`config.mk`:
```
export PLATFORM = sky130hd
export DESIGN_NAME = mie_exec
export DESIGN_NICKNAME = d
export VERILOG_FILES = /design/src/rtl/mie_pkg.sv /design/src/rtl/mie_alu.sv /design/src/rtl/mie_exec.sv /design/src/rtl/mie_stack.sv
export SDC_FILE = /design/constraint.sdc
export NUM_CORES = 1
export LEC_CHECK = 0
export ABC_CLOCK_PERIOD_IN_PS = 6300
export BUFFER_PORTS_ARGS = -buffer_cell sky130_fd_sc_hd__buf_2
export CORE_MARGIN = 1
export CORE_UTILIZATION = 35
export DETAILED_ROUTE_END_ITERATION = 10
export GPL_ROUTABILITY_DRIVEN = 1
export PLACE_DENSITY = 0.6
export SYNTH_ARGS = -nofsm -noshare
export SYNTH_HDL_FRONTEND = slang
export SYNTH_SLANG_ARGS = --single-unit
```
`constraint.sdc`:
```
create_clock -name clk -period 6.3 [get_ports clk]
set_input_delay 1.89 -clock clk [delete_from_list [all_inputs] [get_ports clk]]
set_output_delay 1.89 -clock clk [all_outputs]
set_load 0.02 [all_outputs]
```
`src/rtl/mie_pkg.sv`:
```
/*
  shared constants and types for the instruction-subset execution block.
  assumes a single 10 MHz clock and an external fetch unit that presents one decoded op.
*/
package mie_pkg;
  localparam int unsigned CLK_HZ       = 10_000_000;
  localparam int unsigned DATA_W       = 8;
  localparam int unsigned FADDR_W      = 7;
  localparam int unsigned PC_W         = 13;
  localparam int unsigned STACK_DEPTH  = 8;
  localparam int unsigned SP_W         = 3;
  localparam int unsigned WDG_W        = 8;
  localparam int unsigned PRE_W        = 8;
  localparam logic [7:0]  WDG_CLEAR    = 8'h00;
  localparam logic [7:0]  PRE_CLEAR    = 8'h00;
  localparam logic [7:0]  ACC_RST      = 8'h00;
  localparam logic [12:0] PC_RST       = 13'h0000;
  localparam logic        DEST_ACC     = 1'b0;
  localparam logic        DEST_FILE    = 1'b1;
  localparam int unsigned RET_CYCLES   = 2;
  localparam int unsigned HI_NIB_MSB   = 7;
  localparam int unsigned HI_NIB_LSB   = 4;
  localparam int unsigned LO_NIB_MSB   = 3;
  localparam int unsigned LO_NIB_LSB   = 0;
  localparam logic        TIMEOUT_RST  = 1'b1;
  localparam logic        PWRDN_RST    = 1'b1;

  typedef enum logic [2:0] {
    MIE_OP_NONE,
    MIE_OP_RET,
    MIE_OP_SLEEP,
    MIE_OP_SUBLIT,
    MIE_OP_XORLIT,
    MIE_OP_SUBFILE,
    MIE_OP_XORFILE,
    MIE_OP_SWAPFILE
  } mie_op_t;

  typedef struct packed {
    mie_op_t           op;
    logic [7:0]        literal;
    logic [6:0]        faddr;
    logic              dest;
  } mie_instr_t;

  typedef struct packed {
    logic carry;
    logic digit_carry_flag;
    logic zero_result_flag;
    logic timeout_flag;
    logic power_down_flag;
  } mie_status_t;

  typedef struct packed {
    logic [7:0] result;
    logic       carry;
    logic       digit_carry_flag;
    logic       zero_result_flag;
    logic       upd_carries;
    logic       upd_z;
    logic       to_file;
    logic       to_acc;
  } mie_alu_out_t;
endpackage

```
`src/rtl/mie_alu.sv`:
```
/*
  combinational datapath for subtract, exclusive-or and nibble exchange.
  operands are stable during the cycle in which the op is presented.
*/
`timescale 1ns/1ps
module mie_alu import mie_pkg::*; (
  input  wire mie_instr_t   instr,
  input  wire logic [7:0]   acc,
  input  wire logic [7:0]   fdata,
  output wire mie_alu_out_t alu_out
);
  wire logic       is_lit     = (instr.op == MIE_OP_SUBLIT) || (instr.op == MIE_OP_XORLIT);
  wire logic       is_sub     = (instr.op == MIE_OP_SUBLIT) || (instr.op == MIE_OP_SUBFILE);
  wire logic       is_xor     = (instr.op == MIE_OP_XORLIT) || (instr.op == MIE_OP_XORFILE);
  wire logic       is_swap    = (instr.op == MIE_OP_SWAPFILE);
  wire logic       is_fileop  = (instr.op == MIE_OP_SUBFILE) || (instr.op == MIE_OP_XORFILE)
                                || is_swap;
  wire logic [7:0] src        = is_lit ? instr.literal : fdata;
  // two's complement: src + ~acc + 1, carry out means no borrow
  wire logic [8:0] diff       = {1'b0, src} + {1'b0, ~acc} + 9'h001;
  wire logic [4:0] low_diff   = {1'b0, src[3:0]} + {1'b0, ~acc[3:0]} + 5'h01;
  wire logic [7:0] xor_res    = acc ^ src;
  wire logic [7:0] swap_res   = {fdata[LO_NIB_MSB:LO_NIB_LSB],
                                 fdata[HI_NIB_MSB:HI_NIB_LSB]};
  wire logic [7:0] res        = is_sub ? diff[7:0] : (is_xor ? xor_res : swap_res);

  assign alu_out.result           = res;
  assign alu_out.carry            = diff[8];
  assign alu_out.digit_carry_flag = low_diff[4];
  assign alu_out.zero_result_flag = (res == 8'h00);
  assign alu_out.upd_carries      = is_sub;
  assign alu_out.upd_z            = is_sub || is_xor;
  assign alu_out.to_file          = is_fileop && (instr.dest == DEST_FILE);
  assign alu_out.to_acc           = is_lit || (is_fileop && (instr.dest == DEST_ACC));
endmodule

```
`src/rtl/mie_exec.sv`:
```
/*
  execution of return, power-down, subtract, exclusive-or and nibble exchange.
  assumes a fetch unit that holds the op until op_ready and a data file that
  answers fdata combinationally for faddr; file writes leave on file_we.
*/
`timescale 1ns/1ps
// Functional notes
// - return pops stack into pc, flags kept
// - return takes two instruction cycles
// - power-down clears watchdog count and prescaler
// - power-down clears power-down, sets timeout flag
// - power-down enters sleep, oscillator halted
// - literal minus accumulator, sets carries and zero
// - literal xor into accumulator, z only
// - file minus accumulator, sets carries and zero
// - destination bit picks accumulator or file
// - xor with file, routed, z only
// - nibble exchange of file, no flags
// - exchange result to accumulator or file
module mie_exec import mie_pkg::*; (
  input  wire logic             clk,
  input  wire logic             sys_rst,
  input  wire logic             op_valid,
  input  wire mie_instr_t       instr,
  input  wire logic [7:0]       fdata,
  input  wire logic             call_push,
  input  wire logic [PC_W-1:0]  call_addr,
  input  wire logic             wake,
  input  wire logic             wdg_tick,
  output logic                  op_ready,
  output logic      [7:0]       working_accumulator,
  output logic      [PC_W-1:0]  pc,
  output logic                  pc_load,
  output logic                  file_we,
  output logic      [6:0]       file_waddr,
  output logic      [7:0]       file_wdata,
  output mie_status_t           status,
  output logic      [WDG_W-1:0] watchdog_count,
  output logic      [PRE_W-1:0] wdg_prescaler,
  output logic                  sleeping,
  output logic                  osc_halt
);
  typedef enum logic [1:0] {
    MIE_RUN,
    MIE_RET2,
    MIE_SLEEP
  } mie_state_t;

  mie_state_t      state;
  mie_state_t      next_state;
  mie_alu_out_t    alu_out;
  logic [PC_W-1:0] top_of_stack_entry;

  wire logic take      = op_valid && (state == MIE_RUN);
  wire logic do_ret    = take && (instr.op == MIE_OP_RET);
  wire logic do_sleep  = take && (instr.op == MIE_OP_SLEEP);
  wire logic do_alu    = take && (alu_out.upd_z || instr.op == MIE_OP_SWAPFILE);
  wire logic prescale_wrap = (wdg_prescaler == {PRE_W{1'b1}});

  mie_alu u_alu (
    .instr   (instr),
    .acc     (working_accumulator),
    .fdata   (fdata),
    .alu_out (alu_out)
  );

  mie_stack u_stack (
    .clk                (clk),
    .sys_rst            (sys_rst),
    .push               (call_push && (state == MIE_RUN)),
    .push_addr          (call_addr),
    .pop                (do_ret),
    .top_of_stack_entry (top_of_stack_entry)
  );

  // return holds the core for a second cycle while the fetch is refilled
  always_comb begin
    next_state = state;
    case (state)
      MIE_RUN: begin
        if (do_ret) begin
          next_state = MIE_RET2;
        end else if (do_sleep) begin
          next_state = MIE_SLEEP;
        end
      end
      MIE_RET2: begin
        next_state = MIE_RUN;
      end
      MIE_SLEEP: begin
        if (wake) begin
          next_state = MIE_RUN;
        end
      end
      default: begin
        next_state = MIE_RUN;
      end
    endcase
  end

  always_ff @(posedge clk) begin
    if (sys_rst) begin
      state <= MIE_RUN;
    end else begin
      state <= next_state;
    end
  end

  always_ff @(posedge clk) begin
    if (sys_rst) begin
      op_ready <= 1'b1;
      sleeping <= 1'b0;
      osc_halt <= 1'b0;
    end else begin
      op_ready <= (next_state == MIE_RUN);
      sleeping <= (next_state == MIE_SLEEP);
      osc_halt <= (next_state == MIE_SLEEP);
    end
  end

  // flags stay untouched by return and nibble exchange
  always_ff @(posedge clk) begin
    if (sys_rst) begin
      pc      <= PC_RST;
      pc_load <= 1'b0;
    end else begin
      pc_load <= do_ret;
      if (do_ret) begin
        pc <= top_of_stack_entry;
      end
    end
  end

  always_ff @(posedge clk) begin
    if (sys_rst) begin
      working_accumulator <= ACC_RST;
    end else if (do_alu && alu_out.to_acc) begin
      working_accumulator <= alu_out.result;
    end
  end

  always_ff @(posedge clk) begin
    if (sys_rst) begin
      file_we    <= 1'b0;
      file_waddr <= '0;
      file_wdata <= 8'h00;
    end else begin
      file_we <= do_alu && alu_out.to_file;
      if (do_alu && alu_out.to_file) begin
        file_waddr <= instr.faddr;
        file_wdata <= alu_out.result;
      end
    end
  end

  always_ff @(posedge clk) begin
    if (sys_rst) begin
      status.carry            <= 1'b0;
      status.digit_carry_flag <= 1'b0;
      status.zero_result_flag <= 1'b0;
      status.timeout_flag     <= TIMEOUT_RST;
      status.power_down_flag  <= PWRDN_RST;
    end else begin
      if (do_alu && alu_out.upd_carries) begin
        status.carry            <= alu_out.carry;
        status.digit_carry_flag <= alu_out.digit_carry_flag;
      end
      if (do_alu && alu_out.upd_z) begin
        status.zero_result_flag <= alu_out.zero_result_flag;
      end
      if (do_sleep) begin
        status.power_down_flag <= 1'b0;
        status.timeout_flag    <= 1'b1;
      end
    end
  end

  // watchdog keeps counting in sleep; only reset and the power-down op clear it here
  always_ff @(posedge clk) begin
    if (sys_rst) begin
      watchdog_count <= WDG_CLEAR;
      wdg_prescaler  <= PRE_CLEAR;
    end else if (do_sleep) begin
      watchdog_count <= WDG_CLEAR;
      wdg_prescaler  <= PRE_CLEAR;
    end else if (wdg_tick) begin
      wdg_prescaler <= PRE_W'(wdg_prescaler + 8'h01);
      if (prescale_wrap) begin
        watchdog_count <= WDG_W'(watchdog_count + 8'h01);
      end
    end
  end
endmodule

```
`src/rtl/mie_stack.sv`:
```
/*
  eight-entry circular return-address stack.
  push and pop never arrive together; overflow wraps silently as the core does.
*/
`timescale 1ns/1ps
module mie_stack import mie_pkg::*; (
  input  wire logic             clk,
  input  wire logic             sys_rst,
  input  wire logic             push,
  input  wire logic [PC_W-1:0]  push_addr,
  input  wire logic             pop,
  output logic      [PC_W-1:0]  top_of_stack_entry
);
  logic [PC_W-1:0] entries [STACK_DEPTH];
  logic [SP_W-1:0] sp;

  assign top_of_stack_entry = entries[SP_W'(sp - 3'h1)];

  always_ff @(posedge clk) begin
    if (sys_rst) begin
      sp <= '0;
    end else if (push) begin
      sp <= SP_W'(sp + 3'h1);
    end else if (pop) begin
      sp <= SP_W'(sp - 3'h1);
    end
  end

  always_ff @(posedge clk) begin
    if (push) begin
      entries[sp] <= push_addr;
    end
  end
endmodule

```
==> results of run 1 <==
## layer usage
layer  wire [um]  up-vias
met1        7760     2450
met2        8480      137
li1            -     2339
met5           0        -
met4         299        0
met3         988       19
## critical path, cell delays in order
cell      delay, ps
buf_2           460
nand2b_1        200
o21ai_1         160
buf_4           200
mux2i_1         270
ha_1            190
inv_1            50
fa_1            440
o32ai_2         280
a221oi_1        150
or4_1           560
or4_1           530
o21ai_1         120
## layout make-up
type / count / area (um2) / area share (%)
clock buffer: 19 / 433 / 4.97
timing repair buffer: 115 / 598 / 6.86
multi-input combinational: 356 / 2730 / 31.3
inverter: 16 / 60.1 / 0.689
tap: 270 / 338 / 3.88
sequential: 169 / 4430 / 50.8
clock inverter: 13 / 134 / 1.54
## flip-flops by register name, indices dropped and copies added, names as in the netlist, 2 cells and up
| register | flops |
|---|---|
| file_wdata | 8 |
| u_stack.entries | 104 |
| working_accumulator | 8 |
| file_waddr | 7 |
| u_stack.sp | 3 |
| watchdog_count | 8 |
| pc | 13 |
| wdg_prescaler | 8 |
| state | 2 |
| status | 4 |
## cells in the final DEF (no fill, tap or decap), types with 3 or more instances in the layout
master / n
nand2_1: 46
a31oi_1: 3
xor2_1: 12
xnor2_1: 9
inv_6: 4
a21o_1: 4
nand4_1: 4
mux4_2: 26
nor2b_1: 3
o21ai_0: 9
and3_1: 4
a21oi_1: 29
clkinvlp_4: 3
nand2b_1: 11
inv_8: 3
o21a_1: 3
or3_1: 3
nand3b_1: 3
nor3_1: 5
mux2_2: 5
nor2_1: 60
ha_1: 14
and2_1: 3
inv_1: 16
a211oi_1: 24
nor2_2: 3
buf_4: 9
dfxtp_1: 64
a211o_1: 3
clkbuf_16: 17
edfxtp_1: 104
buf_2: 106
mux2i_1: 22
nand3_1: 10
## power groups by stage
| stage | clock network, uW | registers, uW | logic [uW] |
|---|---|---|---|
| after global routing | 1080 | 1240 | 387 |
| after CTS | 1030 | 1240 | 359 |
| final | 1010 | 1240 | 356 |
| after global placement | 0 | 1260 | 353 |
| after floorplan | 0 | 1260 | 239 |
| after detailed placement | 0 | 1260 | 357 |
## cells by family (layout without fill, tap and decap cells)
family                   Yosys count  in the layout  synth area share [%]
AO/OA/AOI/OAI                     94             94                  8.64
XOR/XNOR                          21             21                  2.52
adder cells (fa/ha/maj)           15             15                  2.67
buffers and inverters             47            163                  2.67
flip-flops                       169            169                  60.6
multiplexers                      53             53                  11.8
other                              1              1                0.0514
AND/OR/NAND/NOR                  172            172                  11.0
## stage by stage
| step | power, uW | instance area, um2 | worst slack, ps | util [%] |
|---|---|---|---|---|
| after floorplan | 1500 | 7300 | 1100 | - |
| after global routing | 2710 | 8710 | 943 | 42.8 |
| final | 2610 | 8710 | 1140 | 42.8 |
| after CTS | 2630 | 8710 | 1160 | 42.8 |
| after global placement | 1620 | 8150 | 821 | 40.0 |
| after detailed placement | 1620 | 8150 | 717 | 40.0 |
## path summary, 6_finish.rpt
| check | start | to | slack [ps] | depth (start not counted) |
|---|---|---|---|---|
| hold reg to reg | file_waddr[3]$_SDFFE_PP0P_ | file_waddr[3]$_SDFFE_PP0P_ | 460 | 2 |
| setup reg to reg | u_stack.sp[0]$_SDFFE_PP0P_ | pc[10]$_SDFFE_PP0P_ | 3040 | 6 |
| hold / removal | file_waddr[3]$_SDFFE_PP0P_ | file_waddr[3]$_SDFFE_PP0P_ | 460 | 2 |
| setup / recovery | instr[18] | status[2]$_SDFFE_PP0P_ | 1140 | 13 |
==> run metrics, run 1 <==
YS warnings 0; RSZ-0062 raised after global routing no; layout cells sized above 1 27.3%; setup TNS 0 ps; most frequent cell after synthesis edfxtp_1; Yosys top cell area share 42.8%; placed cells 926; syn nets 633; met2 Resource Use GR 28.3%; CTS Buffer Depth 2; vias in the first global route 4,966; clk sink count 169; top_reg_cell synth edfxtp_1; CP Capture Type flop; # IOs 108; cells after synthesis 572; layout overhead on the synthesized area 19.4%; internal power 1910 uW; Worst Tran Pin Value 1130 ps; Startpoint Class input pin; Clock Pin Slew Worst Setup and Hold Paths 70 ps; Post-synth top cells edfxtp_1 (104), dfxtp_1 (65), nor2_1 (63), nand2_1 (46), a21oi_1 (29); met3 Use GR 4.06%; DRT iter0 DRCs 314; first-pass GRT wire length 27.8 mm; WS Path Type input pin to flop; fin crit period 5160 ps; PostCTS Resize Cnt 0; # hold bufs at CTS 0; Initial Utilization 35.8%; CTS tree built; Buffers on Ports 106; PD cells 299 nW/um2; Synth area leader edfxtp_1; Post-CTS Setup Bufs 0; clk_skew 9.15 ps; fmax 194 MHz; status completed; met1 Use GR 21.6%; P_sw 692 uW; post-route ant nets 0; Post-Layout Cell Count 958; grt peak-use layer met2; final setup fails 0; CP Max Fanout 34; gp weighted congestion 0.875; nets@finish 736; Core Region 20,400 um2; Sequential Power Share 47.5%; Final period util 81.9%; final hold viol count 0; die area 21,400 um2; routed wire length per instance 18.3 um; Die Width 146 um; post-synthesis cell type count 58; synthesized area per cell 12.8 um2; Post-Syn Area 7300 um2; VDD IR max 185 uV; Sw Ratio 26.6%; Comb power frac 13.7%; post-synthesis sequential element count 169; Slew Viols, Final 0; worst skew pair latency 430 ps; clock group share of total power 38.8%; HP Class flop to flop; Leak 0.00320 uW; initial antenna violation count 0; CP arrival 5520 ps; largest net degree at the start of global routing 51; Vias 4,945; Async S/R FF share, synth 0%; FP Rows 52; Die Height 146 um; DP Wirelength 12.0 mm; number of fill cells 1,914; cts bufs inserted 17; All-Layer GR Usage 17.0%; Max-Cap Viols 0; vias per std cell 5.16; detailed-route DRC error count 0; root buf cell clkbuf_16; gr ovfl total 0; final wirelength 17.5 mm; Data required, critical path 6660 ps; Max-slew headroom 24.1%; number of synthesized flops with an enable pin 104; ANT cells 0; H-tree levels 4; post-synthesis sequential area ratio 60.6%; Fin Hold WS 456 ps; first drt pass iteration count 4; top cells by area, synth edfxtp_1 (43%), dfxtp_1 (18%), mux4_2 (8.0%), nor2_1 (3.2%), mux2i_1 (3.0%)
No activity file was read; power rests on OpenSTA's default activity.
==> run 2: changes to the inputs <==
--- a/config.mk
+++ b/config.mk
@@ -5,7 +5,7 @@
 export SDC_FILE = /design/constraint.sdc
 export NUM_CORES = 1
 export LEC_CHECK = 0
-export ABC_CLOCK_PERIOD_IN_PS = 6300
+export ABC_CLOCK_PERIOD_IN_PS = 4900
 export BUFFER_PORTS_ARGS = -buffer_cell sky130_fd_sc_hd__buf_2
 export CORE_MARGIN = 1
 export CORE_UTILIZATION = 35
==> constraint.sdc (replaced) <==
create_clock -name clk -period 4.9 [get_ports clk]
set_input_delay 1.47 -clock clk [delete_from_list [all_inputs] [get_ports clk]]
set_output_delay 1.47 -clock clk [all_outputs]
set_load 0.02 [all_outputs]
==> run metrics, run 2 (synthesis results as in run 1) <==
Max-slew headroom 26.9%; Initial Utilization 35.8%; Die Width 146 um; die area 21,400 um2; Comb power frac 13.9%; commonest non-fill, non-tap cells in the layout buf_2 (106), edfxtp_1 (104), dfxtp_1 (64), nor2_1 (60), nand2_1 (46); Sequential Power Share 46.7%; initial antenna violation count 0; PostCTS Resize Cnt 0; gr ovfl total 0; FP Rows 52; root buf cell clkbuf_16; final setup fails 0; DP Wirelength 12.6 mm; Most flops, register u_stack.entries; gp weighted congestion 0.902; Vias 5,002; WS Path Type input pin to flop; Post-CTS Setup Bufs 0; final hold viol count 0; fmax 230 MHz; ANT cells 0; Final period util 88.8%; nets@finish 750; # IOs 108; clk sink count 169; reg2reg path depth 6; internal power 2490 uW; CP arrival 4710 ps; CTS tree built; layout overhead on the synthesized area 21.0%; first drt pass iteration count 4; # hold bufs at CTS 0; CP Capture Type flop; clk_skew 10.4 ps; worst skew pair latency 420 ps; most common cell after layout, fill and taps aside buf_2; layout cells sized above 1 29.2%; clock group share of total power 39.3%; Die Height 146 um; Leak 0.00330 uW; VDD IR max 242 uV; All-Layer GR Usage 17.4%; vias in the first global route 5,096; Top Registers u_stack.entries: 104 flops, pc: 13 flops; cts bufs inserted 17; number of fill cells 1,848; hold path depth 1; Buffers on Ports 106; P_sw 914 uW; first-pass GRT wire length 28.4 mm; HP Class flop to flop; Max-Cap Viols 0; routed wire length per instance 18.4 um; RSZ-0062 raised after global routing no; Fin Hold WS 456 ps; Startpoint Class input pin; Sw Ratio 26.8%; fin crit period 4350 ps; PD cells 386 nW/um2; DRT iter0 DRCs 359; CP Max Fanout 13; vias per std cell 5.15; final wirelength 17.9 mm; CTS Buffer Depth 2; Worst Tran Pin Value 1100 ps; Clock Pin Slew Worst Setup and Hold Paths 70 ps; detailed-route DRC error count 0; Slew Viols, Final 0; H-tree levels 4; status completed; Core Region 20,400 um2; setup TNS 0 ps; largest net degree at the start of global routing 50; Data required, critical path 5260 ps; max reg flops 104; post-route ant nets 0
==> run 2: power by group through the flow <==
stage | clock network, uW | registers (uW) | logic [uW]
6_report | 1340 | 1590 | 475
3_5_place_dp | 0 | 1630 | 476
5_1_grt | 1430 | 1600 | 519
4_1_cts | 1370 | 1590 | 478
3_3_place_gp | 0 | 1620 | 474
2_1_floorplan | 0 | 1620 | 307
==> run 2: path summary, 6_finish.rpt <==
path / end / slack (ps) / start
max: status[2]$_SDFFE_PP0P_ / 550 / instr[17]
min: status[0]$_SDFFE_PP1P_ / 460 / status[0]$_SDFFE_PP1P_
max reg2reg: pc[10]$_SDFFE_PP0P_ / 1560 / u_stack.sp[0]$_SDFFE_PP0P_
min reg2reg: status[0]$_SDFFE_PP1P_ / 460 / status[0]$_SDFFE_PP1P_
==> run 2: worst max-delay path: stages <==
cell and delay, ps:
buf_2 180, nand2b_1 190, o21ai_1 270, mux2i_1 280, ha_1 190, inv_1 50
fa_1 430, o32ai_2 290, a221oi_1 140, or4_1 560, or4_1 530, o21ai_1 120
==> run 2: final cells by class <==
type	count	area [um2]	share of cell area, %
tap	270	338	3.82
clock buffer	18	439	4.97
inverter	16	60.1	0.680
timing repair buffer	129	703	7.96
sequential	169	4430	50.1
multi-input combinational	356	2710	30.7
clock inverter	14	154	1.74
==> run 2: layer usage <==
metal	vias to the layer above	wire [um]	share of wire, %	GRT usage [%]
li1	2369	-	-	-
met1	2494	8140	45	23.0
met2	123	8740	49	28.8
met3	16	828	4.6	4.03
met4	0	202	1.1	4.79
met5	-	0	0	0
==> run 2: metrics by stage <==
stage / total power, uW / area [um2] / worst slack (ps) / instances / util, %
after floorplan: 1930 / 7300 / 118 / 572 / -
after global placement: 2100 / 8240 / 199 / 940 / 40.5
after global routing: 3550 / 8830 / 372 / 972 / 43.4
after detailed placement: 2100 / 8240 / 167 / 940 / 40.5
final: 3410 / 8830 / 551 / 972 / 43.4
after CTS: 3440 / 8830 / 602 / 972 / 43.4
